[src/rtl/ish_pkg.sv]
// Constants for the ISA subset helper block
package ish_pkg;
  // ------------------------------------------------------------
  // Register map (APB byte addresses)
  // ------------------------------------------------------------
  localparam logic [7:0] ADDR_FP_CONTROL_STATUS_REG    = 8'h00;
  localparam logic [7:0] ADDR_CFG     = 8'h04;
  localparam logic [7:0] ADDR_STATUS  = 8'h08;
  localparam logic [7:0] ADDR_EVENT   = 8'h0C;
  localparam logic [7:0] ADDR_IMPL    = 8'h10;
  // ------------------------------------------------------------
  // Field positions
  // ------------------------------------------------------------
  localparam int CC0_BIT         = 23;
  localparam int CCN_BASE        = 24;
  localparam int STATUS_SUP_BIT  = 3;
  localparam int CFG_FPU_BIT     = 0;
  localparam int CFG_CP2_BIT     = 1;
  localparam int CFG_AT_LSB      = 2;
  localparam int CFG_MT_LSB      = 4;
  localparam int IMPL_PS_BIT     = 0;
  // Reserved (zero) bits of the control/status image
  localparam logic [31:0] FP_CONTROL_STATUS_REG_WMASK   = 32'hFFBF_FFFF;
  localparam logic [31:0] FP_CONTROL_STATUS_REG_RST     = 32'h0000_0000;
  localparam logic [31:0] STATUS_RST   = 32'h0000_0000;
  // ------------------------------------------------------------
  // Exception codes
  // ------------------------------------------------------------
  localparam logic [4:0] EXC_NONE  = 5'h00;
  localparam logic [4:0] EXC_RI    = 5'h0A;
  localparam logic [4:0] EXC_CPU   = 5'h0B;
  localparam logic [4:0] EXC_DBP   = 5'h1E;
  localparam logic [4:0] EXC_DMBP  = 5'h1F;
  // Instruction classes presented by the decode stage
  typedef enum logic [3:0]
  {
    ISH_CLS_INT   = 4'h0,
    ISH_CLS_JREG  = 4'h1,
    ISH_CLS_FPU   = 4'h2,
    ISH_CLS_FPPS  = 4'h3,
    ISH_CLS_MOVFT = 4'h4,
    ISH_CLS_CP2   = 4'h5,
    ISH_CLS_SYNC  = 4'h6,
    ISH_CLS_BRL   = 4'h7,
    ISH_CLS_SUP   = 4'h8
  } ish_cls_e;
  // Sync sequencing states
  typedef enum logic [1:0]
  {
    ISH_SY_IDLE = 2'b01,
    ISH_SY_WAIT = 2'b10
  } ish_sync_e;
endpackage

[src/rtl/ish_core.sv]
// Helper logic: condition codes, word check, slots, exceptions, options
//
// Operation
// - Condition code read selects bit 23 or 24+n
// - Condition code write changes only selected bit
// - Flag value when upper bits differ bit 31
// - Delay slot follows any register jump or branch-likely
// - Exception aborts instruction, carries code and argument
// - Breakpoint outside debug mode enters debug mode
// - Exception in debug mode uses debug breakpoint path
// - Nullify aborts; a branch-likely that is not taken kills its delay slot
// - Forward function field to selected coprocessor unit
// - Sync orders selected loads and stores globally
// - Base integer instructions always implemented
// - FPU optional with flag reporting its presence
// - FPU absent, or base formats, or plus paired
// - Second coprocessor optional, its instructions individually
// - 32-bit address space forces 64-bit addressing off
// - MMU kind reported in type field
// - Reserved fields carry no meaning
// - Omitted instruction raises reserved or unusable exception
//
// Added by the designer: the register addresses and the APB register port.
`timescale 1ns/1ps
`default_nettype none
module ish_core
#(
  parameter bit         HAS_FPU   = 1'b1,
  parameter bit         HAS_PS    = 1'b1,
  parameter bit         HAS_CP2   = 1'b1,
  parameter logic [11:0] CP2_IMPL = 12'hFFF,
  parameter bit         ADDR64    = 1'b1,
  parameter bit         HAS_SUP   = 1'b0,
  parameter logic [1:0] MMU_KIND  = 2'h1
)
(
  // Clock and reset
  input  wire logic        mclk,
  input  wire logic        rst_n,
  // APB slave
  input  wire logic        psel,
  input  wire logic        penable,
  input  wire logic        pwrite,
  input  wire logic [7:0]  paddr,
  input  wire logic [31:0] pwdata,
  output logic [31:0]      prdata,
  output logic             pready,
  output logic             pslverr,
  // Issue from decode
  input  wire logic        iss_valid,
  input  wire logic [3:0]  iss_class,
  input  wire logic [3:0]  iss_cp2_op,
  input  wire logic [1:0]  iss_cop_unit,
  input  wire logic [24:0] iss_cop_fun,
  input  wire logic [4:0]  iss_sync_type,
  input  wire logic        iss_branch_taken,
  input  wire logic        iss_dbg_bp,
  input  wire logic        iss_exc_req,
  input  wire logic [4:0]  iss_exc_code,
  input  wire logic [31:0] iss_exc_arg,
  input  wire logic        dbg_mode,
  // Condition code access
  input  wire logic [2:0]  condition_code_index,
  input  wire logic        cc_wr,
  input  wire logic        cc_wdata,
  output logic             cc_rdata,
  // Word check
  input  wire logic [63:0] chk_value,
  output logic             not_word,
  // Slot and abort results
  output logic             in_delay_slot,
  output logic             abort,
  output logic             commit_en,
  output logic             exc_valid,
  output logic [4:0]       exc_code,
  output logic [31:0]      exc_arg,
  output logic             dbg_enter,
  output logic             dbg_reenter,
  // Coprocessor dispatch
  output logic             cop_valid,
  output logic [3:0]       cop_sel,
  output logic [24:0]      cop_fun,
  // Memory ordering
  output logic             sync_req,
  output logic [4:0]       sync_type,
  input  wire logic        sync_done,
  output logic             issue_stall,
  output logic             addr64_en
);
  // ----------------------------------------------------------
  // Reset synchroniser
  // ----------------------------------------------------------
  logic rst_meta_ff;
  logic rst_ff;
  always_ff @(posedge mclk or negedge rst_n)
  begin
    if (!rst_n)
    begin
      rst_meta_ff <= 1'b0;
      rst_ff      <= 1'b0;
    end
    else
    begin
      rst_meta_ff <= 1'b1;
      rst_ff      <= rst_meta_ff;
    end
  end
  wire logic srst_n = rst_ff;

  // ----------------------------------------------------------
  // Register state and configuration images
  // ----------------------------------------------------------
  logic [31:0] fp_control_status_reg_ff;
  logic [31:0] status_ff;
  logic        addr64_req_ff;
  logic [31:0] config_reg_one;
  logic [31:0] fpu_implementation_reg;
  logic        fpu_present_flag;
  logic        second_coprocessor_present;
  logic [1:0]  address_space_width_field;
  logic [1:0]  mmu_kind_field;
  logic        paired_single_format;
  logic [31:0] evt_ff;

  assign fpu_present_flag           = HAS_FPU;
  assign paired_single_format       = HAS_FPU & HAS_PS;
  assign second_coprocessor_present = HAS_CP2;
  assign address_space_width_field  = ADDR64 ? 2'h2 : 2'h0;
  assign mmu_kind_field             = MMU_KIND;
  always_comb
  begin
    config_reg_one = 32'h0000_0000;
    config_reg_one[ish_pkg::CFG_FPU_BIT] = fpu_present_flag;
    config_reg_one[ish_pkg::CFG_CP2_BIT] = second_coprocessor_present;
    config_reg_one[ish_pkg::CFG_AT_LSB +: 2] = address_space_width_field;
    config_reg_one[ish_pkg::CFG_MT_LSB +: 2] = mmu_kind_field;
    fpu_implementation_reg = 32'h0000_0000;
    fpu_implementation_reg[ish_pkg::IMPL_PS_BIT] = paired_single_format;
  end

  // 64-bit addressing is only granted with a full address space
  assign addr64_en = addr64_req_ff & ADDR64;

  // ----------------------------------------------------------
  // APB slave: zero wait states
  // ----------------------------------------------------------
  logic apb_wr;
  logic apb_hit;
  assign pready  = 1'b1;
  assign apb_wr  = psel & penable & pwrite;
  always_comb
  begin
    apb_hit = 1'b1;
    prdata  = 32'h0000_0000;
    unique case (paddr)
      ish_pkg::ADDR_FP_CONTROL_STATUS_REG:   prdata = fp_control_status_reg_ff;
      ish_pkg::ADDR_CFG:    prdata = config_reg_one;
      ish_pkg::ADDR_STATUS: prdata = status_ff;
      ish_pkg::ADDR_EVENT:  prdata = evt_ff;
      ish_pkg::ADDR_IMPL:   prdata = fpu_implementation_reg;
      default:              apb_hit = 1'b0;
    endcase
  end
  assign pslverr = psel & penable & ~apb_hit;

  // ----------------------------------------------------------
  // Floating-point control/status and condition codes
  // ----------------------------------------------------------
  logic [5:0] cc_pos;
  assign cc_pos = (condition_code_index == 3'h0) ? 6'(ish_pkg::CC0_BIT)
                : 6'(ish_pkg::CCN_BASE) + 6'(condition_code_index);
  assign cc_rdata = fp_control_status_reg_ff[cc_pos[4:0]];

  always_ff @(posedge mclk or negedge srst_n)
  begin
    if (!srst_n)
      fp_control_status_reg_ff <= ish_pkg::FP_CONTROL_STATUS_REG_RST;
    else if (cc_wr)
      fp_control_status_reg_ff[cc_pos[4:0]] <= cc_wdata;
    else if (apb_wr && paddr == ish_pkg::ADDR_FP_CONTROL_STATUS_REG && HAS_FPU)
      fp_control_status_reg_ff <= pwdata & ish_pkg::FP_CONTROL_STATUS_REG_WMASK;
  end

  // ----------------------------------------------------------
  // Status register and addressing request
  // ----------------------------------------------------------
  always_ff @(posedge mclk or negedge srst_n)
  begin
    if (!srst_n)
    begin
      status_ff     <= ish_pkg::STATUS_RST;
      addr64_req_ff <= 1'b0;
    end
    else if (apb_wr && paddr == ish_pkg::ADDR_STATUS)
    begin
      status_ff <= pwdata;
      if (!HAS_SUP)
        status_ff[ish_pkg::STATUS_SUP_BIT] <= 1'b0;
      addr64_req_ff <= pwdata[31];
    end
  end

  // ----------------------------------------------------------
  // Word value check
  // ----------------------------------------------------------
  assign not_word = (chk_value[63:32] != {32{chk_value[31]}});

  // ----------------------------------------------------------
  // Delay slot tracking
  // ----------------------------------------------------------
  logic jslot_ff;
  logic lslot_ff;
  logic kill_slot_ff;
  always_ff @(posedge mclk or negedge srst_n)
  begin
    if (!srst_n)
    begin
      jslot_ff     <= 1'b0;
      lslot_ff     <= 1'b0;
      kill_slot_ff <= 1'b0;
    end
    else if (iss_valid && !issue_stall)
    begin
      jslot_ff     <= (iss_class == ish_pkg::ISH_CLS_JREG) && !abort;
      lslot_ff     <= (iss_class == ish_pkg::ISH_CLS_BRL) && !abort;
      kill_slot_ff <= (iss_class == ish_pkg::ISH_CLS_BRL)
                      && !iss_branch_taken && !abort;
    end
  end
  assign in_delay_slot = jslot_ff | lslot_ff;

  // ----------------------------------------------------------
  // Omitted-instruction detection
  // ----------------------------------------------------------
  logic omit_ri;
  logic omit_cpu;
  always_comb
  begin
    omit_ri  = 1'b0;
    omit_cpu = 1'b0;
    unique case (iss_class)
      ish_pkg::ISH_CLS_FPU,
      ish_pkg::ISH_CLS_MOVFT: omit_cpu = !HAS_FPU;
      ish_pkg::ISH_CLS_FPPS:  omit_ri  = !(HAS_FPU && HAS_PS);
      ish_pkg::ISH_CLS_CP2:   omit_cpu = !HAS_CP2
                                 || !CP2_IMPL[iss_cp2_op];
      ish_pkg::ISH_CLS_SUP:   omit_ri  = !HAS_SUP;
      default:                omit_ri  = 1'b0;
    endcase
  end

  // ----------------------------------------------------------
  // Exception priority and abort
  // ----------------------------------------------------------
  logic [4:0] nxt_code;
  logic       nxt_exc;
  logic       nullify;
  assign nullify = iss_valid & kill_slot_ff;
  always_comb
  begin
    nxt_exc  = 1'b0;
    nxt_code = ish_pkg::EXC_NONE;
    if (iss_valid && !nullify)
    begin
      if (dbg_mode && (iss_exc_req || iss_dbg_bp || omit_ri || omit_cpu))
      begin
        nxt_exc  = 1'b1;
        nxt_code = ish_pkg::EXC_DMBP;
      end
      else if (iss_dbg_bp)
      begin
        nxt_exc  = 1'b1;
        nxt_code = ish_pkg::EXC_DBP;
      end
      else if (omit_cpu)
      begin
        nxt_exc  = 1'b1;
        nxt_code = ish_pkg::EXC_CPU;
      end
      else if (omit_ri)
      begin
        nxt_exc  = 1'b1;
        nxt_code = ish_pkg::EXC_RI;
      end
      else if (iss_exc_req)
      begin
        nxt_exc  = 1'b1;
        nxt_code = iss_exc_code;
      end
    end
  end
  assign abort       = nxt_exc | nullify;
  assign commit_en   = iss_valid & ~abort & ~issue_stall;
  assign dbg_enter   = nxt_exc & (nxt_code == ish_pkg::EXC_DBP);
  assign dbg_reenter = nxt_exc & (nxt_code == ish_pkg::EXC_DMBP);

  always_ff @(posedge mclk or negedge srst_n)
  begin
    if (!srst_n)
    begin
      exc_valid <= 1'b0;
      exc_code  <= ish_pkg::EXC_NONE;
      exc_arg   <= 32'h0000_0000;
    end
    else
    begin
      exc_valid <= nxt_exc;
      if (nxt_exc)
      begin
        exc_code <= nxt_code;
        exc_arg  <= iss_exc_arg;
      end
    end
  end

  // Sticky event image, set wins over write-one clear
  always_ff @(posedge mclk or negedge srst_n)
  begin
    if (!srst_n)
      evt_ff <= 32'h0000_0000;
    else
      evt_ff <= (evt_ff & ~((apb_wr && paddr == ish_pkg::ADDR_EVENT)
                 ? pwdata : 32'h0000_0000))
                | {29'h0, dbg_reenter, dbg_enter, nxt_exc};
  end

  // ----------------------------------------------------------
  // Coprocessor dispatch
  // ----------------------------------------------------------
  always_ff @(posedge mclk or negedge srst_n)
  begin
    if (!srst_n)
    begin
      cop_valid <= 1'b0;
      cop_sel   <= 4'h0;
      cop_fun   <= 25'h000_0000;
    end
    else
    begin
      cop_valid <= commit_en && iss_class == ish_pkg::ISH_CLS_CP2;
      if (commit_en && iss_class == ish_pkg::ISH_CLS_CP2)
      begin
        cop_sel <= 4'(4'h1 << iss_cop_unit);
        cop_fun <= iss_cop_fun;
      end
    end
  end

  // ----------------------------------------------------------
  // Sync sequencer: issue stalls until memory reports order
  // ----------------------------------------------------------
  ish_pkg::ish_sync_e sy_ff;
  always_ff @(posedge mclk or negedge srst_n)
  begin
    if (!srst_n)
    begin
      sy_ff     <= ish_pkg::ISH_SY_IDLE;
      sync_type <= 5'h00;
    end
    else
    begin
      unique case (sy_ff)
        ish_pkg::ISH_SY_IDLE:
          if (iss_valid && !abort && iss_class == ish_pkg::ISH_CLS_SYNC)
          begin
            sy_ff     <= ish_pkg::ISH_SY_WAIT;
            sync_type <= iss_sync_type;
          end
        ish_pkg::ISH_SY_WAIT:
          if (sync_done)
            sy_ff <= ish_pkg::ISH_SY_IDLE;
        default:
          sy_ff <= ish_pkg::ISH_SY_IDLE;
      endcase
    end
  end
  assign sync_req    = (sy_ff == ish_pkg::ISH_SY_WAIT);
  assign issue_stall = sync_req;

  // ----------------------------------------------------------
  // Assertions
  // ----------------------------------------------------------
  cc_read_a: assert property (@(posedge mclk) disable iff (!srst_n)
    (condition_code_index == 3'h0) |-> cc_rdata == fp_control_status_reg_ff[23])
    else $error("cc0 read wrong bit");
  cc_write_a: assert property (@(posedge mclk) disable iff (!srst_n)
    (cc_wr && condition_code_index == 3'h2) |=>
    fp_control_status_reg_ff[26] == $past(cc_wdata)
    && fp_control_status_reg_ff[25:0] == $past(fp_control_status_reg_ff[25:0]))
    else $error("cc write disturbed other bits");
  word_chk_a: assert property (@(posedge mclk) disable iff (!srst_n)
    (chk_value[63] != chk_value[31]) |-> not_word)
    else $error("bad word not flagged");
  jslot_a: assert property (@(posedge mclk) disable iff (!srst_n)
    (iss_valid && !issue_stall && !abort
     && iss_class == ish_pkg::ISH_CLS_JREG) |=> in_delay_slot)
    else $error("delay slot missed");
  exc_arg_a: assert property (@(posedge mclk) disable iff (!srst_n)
    nxt_exc |=> exc_valid && exc_arg == $past(iss_exc_arg))
    else $error("exception argument lost");
  dbg_in_a: assert property (@(posedge mclk) disable iff (!srst_n)
    (iss_valid && !nullify && iss_dbg_bp && !dbg_mode) |-> dbg_enter && abort)
    else $error("debug entry missed");
  dbg_re_a: assert property (@(posedge mclk) disable iff (!srst_n)
    (iss_valid && !nullify && iss_exc_req && dbg_mode) |-> dbg_reenter
    && !dbg_enter)
    else $error("debug reentry missed");
  null_kill_a: assert property (@(posedge mclk) disable iff (!srst_n)
    nullify |-> abort && !commit_en)
    else $error("nullified slot committed");
  cop_fun_a: assert property (@(posedge mclk) disable iff (!srst_n)
    (commit_en && iss_class == ish_pkg::ISH_CLS_CP2) |=>
    cop_valid && cop_fun == $past(iss_cop_fun))
    else $error("coprocessor function lost");
  sync_hold_a: assert property (@(posedge mclk) disable iff (!srst_n)
    (sync_req && !sync_done) |=> sync_req && !commit_en)
    else $error("sync released early");
  sup_zero_a: assert property (@(posedge mclk) disable iff (!srst_n)
    !HAS_SUP |-> status_ff[3] == 1'b0)
    else $error("supervisor bit not zero");
  no_commit_a: assert property (@(posedge mclk) disable iff (!srst_n)
    abort |-> !commit_en)
    else $error("aborted instruction committed");
  cp2_omit_a: assert property (@(posedge mclk) disable iff (!srst_n)
    (iss_valid && !dbg_mode && !nullify && !iss_dbg_bp
     && iss_class == ish_pkg::ISH_CLS_CP2 && !HAS_CP2) |=>
    exc_code == ish_pkg::EXC_CPU)
    else $error("omitted coprocessor not trapped");
  exc_c: cover property (@(posedge mclk) disable iff (!srst_n) exc_valid);
  sync_c: cover property (@(posedge mclk) disable iff (!srst_n)
    sync_req ##1 !sync_req);
  null_c: cover property (@(posedge mclk) disable iff (!srst_n) nullify);
  dbg_c: cover property (@(posedge mclk) disable iff (!srst_n) dbg_reenter);
endmodule
`default_nettype wire

[config.mk]
export PLATFORM = sky130hd
export DESIGN_NAME = ish_core
export DESIGN_NICKNAME = d
export VERILOG_FILES = /design/src/rtl/ish_pkg.sv /design/src/rtl/ish_core.sv
export SDC_FILE = /design/constraint.sdc
export NUM_CORES = 1
export LEC_CHECK = 0
export BUFFER_PORTS_ARGS = -buffer_cell sky130_fd_sc_hd__buf_2
export CAP_MARGIN = 5
export CORE_ASPECT_RATIO = 1.25
export CORE_UTILIZATION = 27
export CTS_BUF_LIST = sky130_fd_sc_hd__clkbuf_4 sky130_fd_sc_hd__clkbuf_8 sky130_fd_sc_hd__clkbuf_16
export DETAILED_ROUTE_END_ITERATION = 7
export PLACE_DENSITY_LB_ADDON = 0.12
export SYNTH_ARGS = -nofsm -noshare
export SYNTH_HDL_FRONTEND = slang
export SYNTH_SLANG_ARGS = --single-unit
[constraint.sdc]
create_clock -name mclk -period 4.88 [get_ports mclk]
set_input_delay 0.244 -clock mclk [delete_from_list [all_inputs] [get_ports mclk]]
set_output_delay 0.244 -clock mclk [all_outputs]
set_load 0.02 [all_outputs]
==> impl_metrics.env <==
export IMPL_finalCritPeriodShare=0.5325
export IMPL_synth_seq_cells=175
export IMPL_crit_buf_inv=2
export IMPL_die_h_um=195.8
export IMPL_rows=70
export IMPL_final_cells=1300
export IMPL_clkSinkCount=175
export IMPL_dr_pass1_iters=6
export IMPL_r2r_end="cop_fun[3]$_DFFE_PN0P_"
export IMPL_cts_buffers=17
export IMPL_hold_slack_ns=0.02044
export IMPL_final_util=0.3578
export IMPL_slowest_stage="and2_1"
export IMPL_grt_start_max_net_pins=84
export IMPL_drc=0
export IMPL_cp_top_family="simple AND/OR/NAND/NOR gates"
export IMPL_synth_area_leaders="dfrtp_1 54%, mux2_2 13%, mux2_4 11%"
export IMPL_finalCriticalPeriod_ns=2.599
export IMPL_min_from="pwdata[17]"
export IMPL_place_inst=1262
export IMPL_min_to="evt_ff[17]$_DFF_PN0_"
export IMPL_slowest_delay_ns=0.85
export IMPL_synth_top_cell_by_area="dfrtp_1"
export IMPL_hold_buffers=4
export IMPL_rsz0062_at_grt="no"
export IMPL_synth_top_area_share=0.5365
export IMPL_tns_ns=0
export IMPL_synth_common_cells="174 x dfrtp_1, 96 x mux2_2, 58 x mux2_4"
export IMPL_drt_antenna_violating_nets=0
export IMPL_max_slew_margin=0.2801
export IMPL_r2r_cells=5
export IMPL_grt_pass1_vias=6265
export IMPL_synth_area_per_cell_um2=13.18
export IMPL_status="finished, final reports clean"
export IMPL_synthArstFlopShare=1.000
export IMPL_clkLatencyLatePin_ns=0.44
export IMPL_synth_most_common_cell="dfrtp_1"
export IMPL_area_delta_synth_final_pct=29.74
export IMPL_syn_inst=616
export IMPL_cts_max_level=4
export IMPL_io_pins=314
export IMPL_crit_path_cell_trace="buf_2 > or4_4 > nor4_4 > buf_4 > and2_1 > mux2_2"
export IMPL_required_ns=5.19
export IMPL_num_vias=5978
export IMPL_setup_violations=0
export IMPL_viasPerCell=4.598
export IMPL_preCtsSetupSlack_ns=1.755
export IMPL_cts_repair_resized=0
export IMPL_synth_edf_count=0
export IMPL_wire_per_inst_um=17.92
export IMPL_root_buffer="clkbuf_16"
export IMPL_end_kind="register"
export IMPL_synth_cell_type_count=53
export IMPL_grt_total_usage=0.1543
export IMPL_yosysSeqAreaShare=0.5397
export IMPL_path_class="in -> reg"
export IMPL_p_per_area_nw_per_um2=335.3
export IMPL_core_area_um2=29430
export IMPL_cts_tree="built"
export IMPL_drive_gt1_frac=0.5410
export IMPL_start_util=0.2758
export IMPL_postLayoutSetupSlackWorst_ns=2.281
export IMPL_dp_hpwl_um=16160
export IMPL_grt_use_met2=0.2635
export IMPL_globalRouteOverflowTotal=0
export IMPL_port_buffers=277
export IMPL_finalHoldViolCount=0
export IMPL_min_path_type="in -> reg"
export IMPL_grt_first_pass_wirelength_um=35720
export IMPL_cp_max_fo=18
export IMPL_globalplace_congestion=0.7282
export IMPL_fin_skew_ns=0.009661
export IMPL_yosysWarnings=0
export IMPL_cts_setup_buffers=0
export IMPL_min_path_cells=2
export IMPL_fin_nets=1086
export IMPL_cts_buffer_depth=2
export IMPL_worst_slew_pin_slew_ns=1.065
export IMPL_grt_use_met3=0.04396
export IMPL_drv_cap=0
export IMPL_antenna_found_initial=1
export IMPL_syn_area_um2=8117
export IMPL_wl_um=23300
export IMPL_dieArea_um2=30760
export IMPL_rrSetupSlack_ns=2.80
export IMPL_path_clk_slew_ns=0.07
export IMPL_vdd_ir_drop_max_v=0.0001803
export IMPL_leakagePower_uw=0.005229
export IMPL_die_x_um=157.1
export IMPL_fmax_mhz=384.8
export IMPL_worstSetupStartpointType="input port"
export IMPL_synthFlopType="dfrtp_1"
export IMPL_drv_slew=0
export IMPL_drt_iter0_drc=179
export IMPL_cp_arrival_ns=2.91
export IMPL_met1_usage=0.1884
export IMPL_busiest_layer="met2"
export IMPL_r2r_start="sy_ff[0]$_DFFE_PN1P_"
[cells by family after synthesis]
logic type | count (synthesis) | share of synthesized area
other | 1 | 0.0004620
AOI/OAI and AO/OA | 99 | 0.08910
DFF | 175 | 0.5397
and+or+nand+nor | 135 | 0.08957
muxes | 159 | 0.2497
buffers and inverters | 47 | 0.03145
[per-stage QoR]
stage / total power (µW) / cell area [µm²]
final: 3531 / 10530
after floorplan: 1923 / 8122
after global placement: 2152 / 9891
after global routing: 3684 / 10530
after CTS: 3595 / 10530
after detailed placement: 2156 / 9891
[area by class of cell]
class,instances,area [µm²]
fillers,3005,18900
flip-flops and latches,175,4384
multi-input cells,395,3496
repair buffers,293,1529
well taps,396,495.5
clock buffers,20,460.4
clock inverters,12,133.9
inverters,7,26.28
diodes,2,5.005
[placed cells by master (no fill, tap or decap), types with 6 or more instances in the layout]
cell type | netlist | layout
a21boi_0 | 29 | 29
a22oi_1 | 28 | 28
buf_2 | 5 | 277
buf_4 | 3 | 11
clkbuf_16 | 0 | 17
dfrtp_1 | 174 | 173
inv_1 | 7 | 7
mux2_2 | 96 | 96
mux2_4 | 58 | 58
nand2_1 | 19 | 19
nand3_1 | 12 | 12
nand4_1 | 11 | 11
nor2_1 | 43 | 42
nor2b_1 | 6 | 6
nor3_1 | 13 | 13
o21ai_0 | 9 | 9
[worst max path at each step]
stage | slack (ns) | depth (start not counted) | start | endpoint
floorplan | 1.99 | 0 | rst_ff$_DFF_PN0_ | addr64_en$_DFFE_PN0P_
global placement | 1.78 | 6 | paddr[0] | fp_control_status_reg_ff[5]$_DFFE_PN0P_
detailed placement | 1.76 | 6 | paddr[0] | fp_control_status_reg_ff[5]$_DFFE_PN0P_
CTS | 2.22 | 6 | paddr[0] | fp_control_status_reg_ff[11]$_DFFE_PN0P_
global route | 2.11 | 6 | paddr[0] | fp_control_status_reg_ff[5]$_DFFE_PN0P_
finish | 2.28 | 6 | paddr[0] | fp_control_status_reg_ff[5]$_DFFE_PN0P_
[power breakdown]
part | switching [µW] | leakage (µW) | total (µW) | internal, µW
sequential | 58.7 | 0.00229 | 1600 | 1550
combinational | 287 | 0.00265 | 517 | 231
clock | 617 | 0.000291 | 1410 | 793
total | 962 | 0.00523 | 3530 | 2570
[layer usage]
layer,up-vias,wire length [µm]
li1,2778,-
met1,3014,9800
met2,171,11900
met3,15,1367
met4,0,234
met5,-,0
[sequential cells by signal, indices dropped and copies added, names as in the netlist, 2 cells and up]
| name | cells |
|---|---|
| sy_ff | 2 |
| exc_arg | 32 |
| fp_control_status_reg_ff | 32 |
| evt_ff | 32 |
| cop_fun | 25 |
| exc_code | 5 |
| sync_type | 5 |
| status_ff | 30 |
| cop_sel | 4 |
No activity file was read; power rests on OpenSTA's default activity.
